File: src/rtl/cfa_defines.vh
// Notes on behaviour
// - status p1: 00 no indication, 01 app initialised, 02 app terminating
// - status p2: 00 select response, 01 app name, 0c nothing, else reserved
// - status expected length may be empty, zero, or a maximum byte count
// - binary and record reads only when the file read condition holds
// - binary update only when update condition holds; overwrites bytes at offset
// - p1 b8 clear: offset is p1 b7..b1 high, p2 low
// - p1 b8 set, b7 b6 clear: p1 b5..b1 short id, p2 offset
// - binary read returns exactly the requested length; no command data
// - binary update decodes like read, length from command field, no response
// - failed record read leaves the record pointer unchanged
// - current mode returns the pointed record, pointer untouched
// - absolute mode returns record number p1, pointer untouched
// - next mode increments first; unset pointer reads and points at first
// - next on linear file at last record: pointer kept, no data
// - next on cyclic file at last record wraps to first and reads it
// - previous decrements first; unset pointer reads and points at last
// - previous on linear file at first record: pointer kept, no data
// - previous on cyclic file at first record wraps to last and reads it
// - record p2 b8..b4: zero current file, else short id 1 to 30
// - record p2 b3..b1: 010 next, 011 previous, 100 absolute or current
// - without explicit short id, short id is low five file id bits
`ifndef CFA_DEFINES_VH
`define CFA_DEFINES_VH
// ====================================================
// register offsets
`define CFA_OFF_CMD 8'h00
`define CFA_OFF_STAT 8'h04
`define CFA_OFF_FILE 8'h08
`define CFA_OFF_APP 8'h0C
`define CFA_OFF_WDATA 8'h10
`define CFA_OFF_RDATA 8'h14
// ====================================================
// reset values
`define CFA_FILE_RST 32'h0000_0000
`define CFA_APP_RST 32'h0000_0000
// ====================================================
// command opcodes
`define CFA_OP_STATUS 2'h0
`define CFA_OP_RD_BIN 2'h1
`define CFA_OP_UP_BIN 2'h2
`define CFA_OP_RD_REC 2'h3
// ====================================================
// file types
`define CFA_FT_TRANSP 2'h0
`define CFA_FT_LINEAR 2'h1
`define CFA_FT_CYCLIC 2'h2
// ====================================================
// status command codings
`define CFA_P1_NONE 8'h00
`define CFA_P1_INIT 8'h01
`define CFA_P1_TERM 8'h02
`define CFA_P2_SELECT 8'h00
`define CFA_P2_NAME 8'h01
`define CFA_P2_NODATA 8'h0C
// ====================================================
// record modes and limits
`define CFA_RM_NEXT 3'h2
`define CFA_RM_PREV 3'h3
`define CFA_RM_ABS 3'h4
`define CFA_SFI_RFU 5'h1F
`define CFA_MEM_BYTES 16'h0040
`define CFA_REC_LEN 9'h008
`define CFA_MAX_REC 4'h8
`define CFA_BIN_LE0 9'h100
`define CFA_SEL_LEN 9'h003
`define CFA_NAME_LEN 9'h004
// ====================================================
// axi responses
`define CFA_RESP_OK 2'h0
`define CFA_RESP_SLVERR 2'h2
`endif

File: src/rtl/cfa_card_file_access.v
`timescale 1ns/1ns
`include "cfa_defines.vh"
module cfa_card_file_access (
    // clock, enable and reset
    input wire REF_CLK_I,
    input wire RESET_N_I,
    input wire CE_I,
    // axi4-lite write address
    input wire AWVALID_I,
    output wire AWREADY_O,
    input wire [7:0] AWADDR_I,
    // axi4-lite write data
    input wire WVALID_I,
    output wire WREADY_O,
    input wire [31:0] WDATA_I,
    input wire [3:0] WSTRB_I,
    // axi4-lite write response
    output reg BVALID_O,
    input wire BREADY_I,
    output reg [1:0] BRESP_O,
    // axi4-lite read address
    input wire ARVALID_I,
    output wire ARREADY_O,
    input wire [7:0] ARADDR_I,
    // axi4-lite read data
    output reg RVALID_O,
    input wire RREADY_I,
    output reg [31:0] RDATA_O,
    output reg [1:0] RRESP_O
);

// ====================================================
// states and sources
localparam S_IDLE = 3'b001;
localparam S_DEC = 3'b010;
localparam S_RUN = 3'b100;
localparam SRC_MEM = 2'h0;
localparam SRC_SEL = 2'h1;
localparam SRC_NAME = 2'h2;

// mapped register check
function addr_ok;
    input [7:0] a;
    begin
        addr_ok = (a == `CFA_OFF_CMD) || (a == `CFA_OFF_STAT) ||
            (a == `CFA_OFF_FILE) || (a == `CFA_OFF_APP) ||
            (a == `CFA_OFF_WDATA) || (a == `CFA_OFF_RDATA);
    end
endfunction

// byte-strobe merge
function [31:0] merge;
    input [31:0] old;
    input [31:0] nw;
    input [3:0] strb;
    integer k;
    begin
        merge = old;
        for (k = 0; k < 4; k = k + 1) begin
            if (strb[k]) begin
                merge[k*8 +: 8] = nw[k*8 +: 8];
            end
        end
    end
endfunction

// ====================================================
// storage and control state
reg [2:0] state;
reg [7:0] mem [0:63];
reg [7:0] wbuf [0:63];
reg [7:0] resp [0:63];
reg [31:0] cmd;
reg [31:0] file_cfg;
reg [31:0] app_name;
reg [3:0] ptr;
reg [1:0] app_ind;
reg done;
reg err;
reg [6:0] resp_len;
reg [6:0] wr_idx;
reg [6:0] rd_idx;
reg [6:0] idx;
reg [5:0] r_base;
reg [6:0] r_cnt;
reg [1:0] r_src;
reg r_wr;
reg [3:0] r_ptr;
reg [1:0] r_app;
reg aw_hold;
reg w_hold;
reg [7:0] aw_addr;
reg [31:0] w_data;
reg [3:0] w_strb;
integer i;

// command and file fields
wire [1:0] cmd_op = cmd[1:0];
wire cmd_le_empty = cmd[2];
wire [7:0] cmd_p1 = cmd[15:8];
wire [7:0] cmd_p2 = cmd[23:16];
wire [7:0] cmd_len = cmd[31:24];
wire [1:0] file_type = file_cfg[1:0];
wire rd_ok = file_cfg[2];
wire up_ok = file_cfg[3];
wire [3:0] nrec = file_cfg[7:4];
wire [4:0] sfi_val = file_cfg[12:8];
wire sfi_present = file_cfg[13];
wire [15:0] file_id = file_cfg[31:16];
wire [4:0] eff_sfi = sfi_present ? sfi_val : file_id[4:0];
wire [4:0] rec_sfi = cmd_p2[7:3];
wire [2:0] rec_mode = cmd_p2[2:0];

// ====================================================
// axi handshakes
assign AWREADY_O = CE_I & ~aw_hold & ~BVALID_O;
assign WREADY_O = CE_I & ~w_hold & ~BVALID_O;
assign ARREADY_O = CE_I & ~RVALID_O;
wire do_write = aw_hold & w_hold & ~BVALID_O;
wire do_read = ARVALID_I & ARREADY_O;
wire wr_cmd = do_write && (aw_addr == `CFA_OFF_CMD);
wire start = wr_cmd && (state == S_IDLE) && w_strb[0];

// ====================================================
// command decode
reg d_err;
reg [15:0] d_off;
reg [8:0] d_cnt;
reg [8:0] d_nat;
reg [1:0] d_src;
reg d_wr;
reg [3:0] d_rec;
reg [3:0] d_ptr;
reg [1:0] d_app;
always @* begin
    d_err = 1'b0;
    d_off = 16'h0000;
    d_cnt = 9'h000;
    d_nat = 9'h000;
    d_src = SRC_MEM;
    d_wr = 1'b0;
    d_rec = 4'h0;
    d_ptr = ptr;
    d_app = app_ind;
    case (cmd_op)
        `CFA_OP_STATUS: begin
            case (cmd_p1)
                `CFA_P1_NONE: d_app = 2'b00;
                `CFA_P1_INIT: d_app = 2'b01;
                `CFA_P1_TERM: d_app = 2'b10;
                default: d_err = 1'b1;
            endcase
            case (cmd_p2)
                `CFA_P2_SELECT: begin
                    d_nat = `CFA_SEL_LEN;
                    d_src = SRC_SEL;
                end
                `CFA_P2_NAME: begin
                    d_nat = `CFA_NAME_LEN;
                    d_src = SRC_NAME;
                end
                `CFA_P2_NODATA: d_nat = 9'h000;
                default: d_err = 1'b1;
            endcase
            // empty or zero length takes the full response
            if (cmd_le_empty || cmd_len == 8'h00 ||
                {1'b0, cmd_len} > d_nat) begin
                d_cnt = d_nat;
            end else begin
                d_cnt = {1'b0, cmd_len};
            end
        end
        `CFA_OP_RD_BIN, `CFA_OP_UP_BIN: begin
            if (!cmd_p1[7]) begin
                d_off = {1'b0, cmd_p1[6:0], cmd_p2};
            end else if (cmd_p1[6:5] == 2'b00) begin
                d_off = {8'h00, cmd_p2};
                if (cmd_p1[4:0] != eff_sfi) begin
                    d_err = 1'b1;
                end
            end else begin
                d_err = 1'b1;
            end
            if (file_type != `CFA_FT_TRANSP) begin
                d_err = 1'b1;
            end
            if (cmd_op == `CFA_OP_RD_BIN) begin
                if (!rd_ok || cmd_le_empty) begin
                    d_err = 1'b1;
                end
                d_cnt = (cmd_len == 8'h00) ? `CFA_BIN_LE0 :
                    {1'b0, cmd_len};
            end else begin
                // data staged must match the command length
                if (!up_ok || {1'b0, wr_idx} != cmd_len) begin
                    d_err = 1'b1;
                end
                d_cnt = {1'b0, cmd_len};
                d_wr = 1'b1;
            end
            if (d_off + {7'h00, d_cnt} > `CFA_MEM_BYTES) begin
                d_err = 1'b1;
            end
        end
        default: begin
            if (file_type == `CFA_FT_TRANSP || !rd_ok ||
                nrec == 4'h0 || nrec > `CFA_MAX_REC) begin
                d_err = 1'b1;
            end
            if (rec_sfi == `CFA_SFI_RFU) begin
                d_err = 1'b1;
            end else if (rec_sfi != 5'h00 && rec_sfi != eff_sfi) begin
                d_err = 1'b1;
            end
            case (rec_mode)
                `CFA_RM_NEXT: begin
                    if (ptr == 4'h0) begin
                        d_rec = 4'h1;
                    end else if (ptr >= nrec) begin
                        if (file_type == `CFA_FT_CYCLIC) begin
                            d_rec = 4'h1;
                        end else begin
                            d_err = 1'b1;
                        end
                    end else begin
                        d_rec = ptr + 4'h1;
                    end
                    d_ptr = d_rec;
                end
                `CFA_RM_PREV: begin
                    if (ptr == 4'h0) begin
                        d_rec = nrec;
                    end else if (ptr == 4'h1) begin
                        if (file_type == `CFA_FT_CYCLIC) begin
                            d_rec = nrec;
                        end else begin
                            d_err = 1'b1;
                        end
                    end else begin
                        d_rec = ptr - 4'h1;
                    end
                    d_ptr = d_rec;
                end
                `CFA_RM_ABS: begin
                    if (cmd_p1 == 8'h00) begin
                        d_rec = ptr;
                        if (ptr == 4'h0) begin
                            d_err = 1'b1;
                        end
                    end else if (cmd_p1 > {4'h0, nrec}) begin
                        d_err = 1'b1;
                    end else begin
                        d_rec = cmd_p1[3:0];
                    end
                end
                default: d_err = 1'b1;
            endcase
            d_off = {9'h000, d_rec - 4'h1, 3'b000};
            if (cmd_le_empty || cmd_len == 8'h00) begin
                d_cnt = `CFA_REC_LEN;
            end else begin
                d_cnt = {1'b0, cmd_len};
            end
            if (d_cnt > `CFA_REC_LEN) begin
                d_err = 1'b1;
            end
        end
    endcase
end

// ====================================================
// source byte for the copy loop
reg [7:0] sbyte;
always @* begin
    case (r_src)
        SRC_SEL: begin
            case (idx[1:0])
                2'h0: sbyte = file_id[15:8];
                2'h1: sbyte = file_id[7:0];
                default: sbyte = {3'b000, eff_sfi};
            endcase
        end
        SRC_NAME: sbyte = app_name[31 - idx[1:0]*8 -: 8];
        default: sbyte = mem[r_base + idx[5:0]];
    endcase
end

// ====================================================
// read data mux
reg [31:0] rmux;
always @* begin
    case (ARADDR_I)
        `CFA_OFF_CMD: rmux = cmd;
        `CFA_OFF_STAT: rmux = {1'b0, wr_idx, 6'h00, app_ind,
            1'b0, resp_len, ptr, 1'b0, err, done, state != S_IDLE};
        `CFA_OFF_FILE: rmux = file_cfg;
        `CFA_OFF_APP: rmux = app_name;
        `CFA_OFF_WDATA: rmux = {25'h000_0000, wr_idx};
        `CFA_OFF_RDATA: rmux = {24'h00_0000, resp[rd_idx[5:0]]};
        default: rmux = 32'h0000_0000;
    endcase
end

// ====================================================
// registers, bus slave and command engine
always @(posedge REF_CLK_I or negedge RESET_N_I) begin
    if (!RESET_N_I) begin
        state <= S_IDLE;
        for (i = 0; i < 64; i = i + 1) begin
            mem[i] <= 8'h00;
            wbuf[i] <= 8'h00;
            resp[i] <= 8'h00;
        end
        cmd <= 32'h0000_0000;
        file_cfg <= `CFA_FILE_RST;
        app_name <= `CFA_APP_RST;
        ptr <= 4'h0;
        app_ind <= 2'b00;
        done <= 1'b0;
        err <= 1'b0;
        resp_len <= 7'h00;
        wr_idx <= 7'h00;
        rd_idx <= 7'h00;
        idx <= 7'h00;
        r_base <= 6'h00;
        r_cnt <= 7'h00;
        r_src <= SRC_MEM;
        r_wr <= 1'b0;
        r_ptr <= 4'h0;
        r_app <= 2'b00;
        aw_hold <= 1'b0;
        w_hold <= 1'b0;
        aw_addr <= 8'h00;
        w_data <= 32'h0000_0000;
        w_strb <= 4'h0;
        BVALID_O <= 1'b0;
        BRESP_O <= `CFA_RESP_OK;
        RVALID_O <= 1'b0;
        RDATA_O <= 32'h0000_0000;
        RRESP_O <= `CFA_RESP_OK;
    end else if (CE_I) begin
        // capture address and data in either order
        if (AWVALID_I && AWREADY_O) begin
            aw_hold <= 1'b1;
            aw_addr <= AWADDR_I;
        end
        if (WVALID_I && WREADY_O) begin
            w_hold <= 1'b1;
            w_data <= WDATA_I;
            w_strb <= WSTRB_I;
        end
        if (BVALID_O && BREADY_I) begin
            BVALID_O <= 1'b0;
        end
        if (do_write) begin
            aw_hold <= 1'b0;
            w_hold <= 1'b0;
            BVALID_O <= 1'b1;
            BRESP_O <= addr_ok(aw_addr) ? `CFA_RESP_OK : `CFA_RESP_SLVERR;
            // busy engine ignores command and file writes
            if (wr_cmd && state == S_IDLE) begin
                cmd <= merge(cmd, w_data, w_strb);
            end
            if (aw_addr == `CFA_OFF_FILE && state == S_IDLE) begin
                file_cfg <= merge(file_cfg, w_data, w_strb);
                ptr <= 4'h0; // new file, pointer unset
            end
            if (aw_addr == `CFA_OFF_APP) begin
                app_name <= merge(app_name, w_data, w_strb);
            end
            if (aw_addr == `CFA_OFF_WDATA && state == S_IDLE &&
                w_strb[0] && wr_idx != 7'h40) begin
                wbuf[wr_idx[5:0]] <= w_data[7:0];
                wr_idx <= wr_idx + 7'h01;
            end
        end
        // read channel, data port advances on each read until its index reaches 64
        if (RVALID_O && RREADY_I) begin
            RVALID_O <= 1'b0;
        end
        if (do_read) begin
            RVALID_O <= 1'b1;
            RDATA_O <= rmux;
            RRESP_O <= addr_ok(ARADDR_I) ? `CFA_RESP_OK :
                `CFA_RESP_SLVERR;
            if (ARADDR_I == `CFA_OFF_RDATA && rd_idx != 7'h40) begin
                rd_idx <= rd_idx + 7'h01;
            end
        end
        // command state machine
        case (state)
            S_IDLE: begin
                if (start) begin
                    state <= S_DEC;
                    done <= 1'b0;
                    err <= 1'b0;
                    rd_idx <= 7'h00;
                end
            end
            S_DEC: begin
                if (d_err) begin
                    // nothing stored, pointer kept
                    state <= S_IDLE;
                    err <= 1'b1;
                    done <= 1'b1;
                    resp_len <= 7'h00;
                    wr_idx <= 7'h00;
                end else begin
                    state <= S_RUN;
                    idx <= 7'h00;
                    r_base <= d_off[5:0];
                    r_cnt <= d_cnt[6:0];
                    r_src <= d_src;
                    r_wr <= d_wr;
                    r_ptr <= d_ptr;
                    r_app <= d_app;
                end
            end
            S_RUN: begin
                if (idx == r_cnt) begin
                    state <= S_IDLE;
                    done <= 1'b1;
                    ptr <= r_ptr;
                    app_ind <= r_app;
                    resp_len <= r_wr ? 7'h00 : r_cnt;
                    wr_idx <= 7'h00;
                end else begin
                    if (r_wr) begin
                        mem[r_base + idx[5:0]] <= wbuf[idx[5:0]];
                    end else begin
                        resp[idx[5:0]] <= sbyte;
                    end
                    idx <= idx + 7'h01;
                end
            end
            default: state <= S_IDLE;
        endcase
    end
end

endmodule // cfa_card_file_access

File: config.mk
export PLATFORM = sky130hd
export DESIGN_NAME = cfa_card_file_access
export DESIGN_NICKNAME = d
export VERILOG_FILES = /design/src/rtl/cfa_card_file_access.v
export VERILOG_INCLUDE_DIRS = /design/src /design/src/rtl
export SDC_FILE = /design/constraint.sdc
export NUM_CORES = 2
export LEC_CHECK = 0
export BUFFER_PORTS_ARGS = -buffer_cell sky130_fd_sc_hd__buf_2
export CORE_UTILIZATION = 30
export CTS_CLUSTER_SIZE = 40
export DETAILED_ROUTE_END_ITERATION = 7
export PLACE_DENSITY_LB_ADDON = 0.15
export SLEW_MARGIN = 25
export SYNTH_ARGS = -nofsm -noshare
export SYNTH_HDL_FRONTEND = slang
export SYNTH_SLANG_ARGS = --single-unit
File: constraint.sdc
create_clock -name REF_CLK_I -period 8.65 [get_ports REF_CLK_I]
set_clock_uncertainty 0.1 [all_clocks]
set_input_delay 1.2975 -clock REF_CLK_I [delete_from_list [all_inputs] [get_ports REF_CLK_I]]
set_output_delay 1.2975 -clock REF_CLK_I [all_outputs]
set_load 0.02 [all_outputs]
==> flow_summary_export.csv <==
group,metric,value,unit
yosys,post_synth_edffs,0,
final_layout,flow.area_growth_from_synthesis,13.61,%
power,power,19.78,mW
setup_path,worstSetupEndpointType,"flop",
sta,min_period_over_period,64.23,%
clocking,clock_latency_reported_for_the_late_side_of_the_worst_skew_pair,0.84,ns
drt,num_vias,52740,
drt,detail_route.wl_per_cell,26.06,um
setup_path,startpoint_class,"flop",
die,floorplan.initialDensity,30.13,%
place,dp_wirelength,164800,um
yosys,portion_of_synthesized_cell_area_occupied_by_the_leading_cell_type,53.89,%
grt,grt_remaining_overflow,0,
clocking,clk_pin_slew,0.06,ns
yosys,post_synth_instance_area,82370,sq um
grt,grt_pass1_wl,390300,um
sta,maxClockFrequency,180.0,MHz
die,coreArea,273400,sq um
sta,number_of_setup_violations_in_the_final_report,0,
sta,layout_min_cycle_time,5.556,ns
clocking,tritoncts,"built",
yosys,avgSynthCellArea,12.86,sq um
setup_path,reg2reg_depth,10,
setup_path,timing.rr.start,"idx[2]",
sta,maxSlewViolCount,0,
grt,grt_start_max_net_pins,173,
power,power.density,211.4,nW/um^2
yosys,synth_seq_area_share,53.93,%
run,max_cap_violations,0,
final_layout,stdcell_area,93580,sq um
yosys,async_flop_share,100.0,%
die,chipHeight,526.0,um
yosys,yosys_register_bits,1775,
place,port-buffer-count,98,
grt,first_global_vias,54490,
drt,vias_per_cell,5.253,
grt,grtUsageTotal,18.87,%
power,power.ir.vdd_worst,167.3,uV
drt,drt_iter0_markers,3194,
final_layout,final_layout_size_suffix_gt1_share,35.48,%
die,dieArea,276700,sq um
yosys,dominant_synthesized_flop_cell,"sky130_fd_sc_hd__dfrtp_1",
setup_path,timing.rr.end,"resp[31]",
yosys,top_cells_by_count_synth,"sky130_fd_sc_hd__dfrtp_1, sky130_fd_sc_hd__mux2_2, sky130_fd_sc_hd__nand2_1, sky130_fd_sc_hd__o21ai_0, sky130_fd_sc_hd__clkbuf_1",
clocking,clock_sink_count,1775,
yosys,post_synth_inst_count,6403,
place,dpl_cell_area,86770,sq um
setup_path,worst-endpoint-arrival,6.21,ns
die,ios,101,
status,outcome,"completed",
sta,fin_setup_tns,0,ns
drt,antenna_left,0,
final_layout,layout.cells.non_filler,10040,
setup_path,cp.required,9.30,ns
drt,drtPass1Iterations,5,
clocking,cts_buffer_depth,3,
clocking,post-cts-setup-buffer-count,0,
clocking,tritoncts_buffer_count,203,
power,power.leakage,42.60,nW
die,floorplan.rows,192,
clocking,post_cts_hold_buffer_count,0,
drt,totalWireLength,261700,um
sta,rsz_0062_raised_after_global_routing,"no",
clocking,cts.root.buffer_cell,"sky130_fd_sc_hd__clkbuf_16",
setup_path,cp_max_fo,64,
sta,setup_slack,3.094,ns
clocking,cts-htree-levels,4,
yosys,synth.area.top_cells,"sky130_fd_sc_hd__dfrtp_1, sky130_fd_sc_hd__mux2_2, sky130_fd_sc_hd__mux4_2",
yosys,synthesis.yosys.warnings,0,
setup_path,timing.reg2reg.setup_slack,3.09,ns
place,gp_congestion,0.8220,
sta,final-hold-violation-count,0,
grt,antenna_found_initial,11,
sta,slew_headroom,30.42,%
die,width_of_the_chip,526.0,um
sta,max_slew.worst_pin.slew,1.044,ns
final_layout,fillCellCount,26650,
clocking,cts-resized-gates,0,
yosys,yosysMostFrequentCell,"sky130_fd_sc_hd__dfrtp_1",
place,dp.cells,9671,
hold_path,min-delay-path-class,"in2async",
final_layout,finalNetCount,6396,
drt,drc_errors,0,
yosys,synth_largest_area_cell,"sky130_fd_sc_hd__dfrtp_1",
place,place_ws,2.991,ns
setup_path,startpoint_to_endpoint_class_of_the_critical_path,"reg2reg",
yosys,synthDistinctLibCells,91,
logic make-up (layout without fill, tap and decap cells):
group / after synthesis / count (layout) / share of synthesized area (%)
other cells: 1 / 4 / 0.004553
flops: 1775 / 1775 / 53.93
fa+ha+maj: 46 / 46 / 0.7170
simple gates: 1161 / 1161 / 6.849
mux: 1678 / 1678 / 26.59
buf+inv: 613 / 658 / 2.983
xor+xnor: 52 / 52 / 0.5529
compound gates: 1077 / 1077 / 8.377
per-layer routing:
metal  vias up  GRT usage (%)  share of wire, %
met3       332          2.321               3.6
met1     28130          26.66                47
met4         0          4.388               2.3
met5         -              0                 0
met2      1040          30.70                47
li1      23240              -                 -
where the power goes:
| part | internal [mW] | switching (mW) |
|---|---|---|
| registers | 8.47 | 0.351 |
| clock network | 5.14 | 3.57 |
| logic | 0.616 | 1.63 |
| total | 14.2 | 5.56 |
cells in the final DEF, fill, tap and decap left out, drive strengths merged, types with 6 or more instances in the layout:
master and n:
dfrtp 1774, mux2 1321, nand2 577, o21ai 410, clkbuf 310, mux4 276, a22oi 255, buf 236
nor2 216, nand3 132, a21oi 130, mux2i 81, nand4 73, inv 63, ha 44, a22o 42
nor3 42, a31oi 39, clkinv 34, xor2 29, a221oi 27, o22ai 24, xnor2 23, and2 23
o211ai 20, a21o 20, a211oi 20, and3 16, o221ai 13, nand2b 12, nor2b 12, bufinv 11
nor4 11, a221o 10, o21a 9, or3 9, or2 7, nand3b 7, or4 6, a311oi 6
stage by stage:
step | util (%) | hold slack [ns]
floorplan | - | 0.3416
global placement | 31.71 | 0.3555
detailed placement | 31.74 | 0.3615
CTS | 34.20 | 0.2913
global route | 34.23 | 0.3316
finish | 34.23 | 0.3030
flip-flops by register name, summed over array words and instances, names as in the netlist, 6 cells and up:
| signal | count |
|---|---|
| resp | 512 |
| resp_len | 7 |
| aw_addr | 8 |
| cmd | 32 |
| rd_idx | 7 |
| mem | 512 |
| w_data | 32 |
| RDATA_O | 32 |
| wbuf | 512 |
| r_cnt | 7 |
| file_cfg | 32 |
| r_base | 6 |
| idx | 7 |
| app_name | 32 |
| wr_idx | 7 |
critical path, stage by stage (launching register included):
cell and delay [ns]:
sky130_fd_sc_hd__dfrtp_1 0.86, sky130_fd_sc_hd__ha_1 0.48, sky130_fd_sc_hd__xor2_4 0.77, sky130_fd_sc_hd__buf_12 0.40, sky130_fd_sc_hd__mux4_2 0.32, sky130_fd_sc_hd__mux2i_1 0.16
sky130_fd_sc_hd__o21ai_0 0.82, sky130_fd_sc_hd__nor3_1 0.23, sky130_fd_sc_hd__a31oi_4 0.27, sky130_fd_sc_hd__buf_4 0.67, sky130_fd_sc_hd__mux2_2 0.29
worst max path at each step:
stage                      endpoint  slack (ns)     from
after floorplan           r_base[0]        4.48  cmd[13]
after global placement    resp[196]        3.00   idx[2]
after detailed placement   resp[68]        2.99   idx[2]
after CTS                 resp[196]        3.02   idx[2]
after global routing        resp[4]        2.84   idx[2]
final                      resp[31]        3.09   idx[2]
final cells by class:
cell class / instances / area (sq um) / area share [%]
well taps: 3589 / 4491 / 4.799
clock buffers: 310 / 6083 / 6.501
repair buffers: 236 / 1862 / 1.989
inverters: 58 / 217.7 / 0.2326
clock inverters: 54 / 630.6 / 0.6739
flip-flops and latches: 1775 / 44440 / 47.49
diodes: 2 / 5.005 / 0.005348
multi-input cells: 4016 / 35850 / 38.31
No activity file was read; power rests on OpenSTA's default activity.
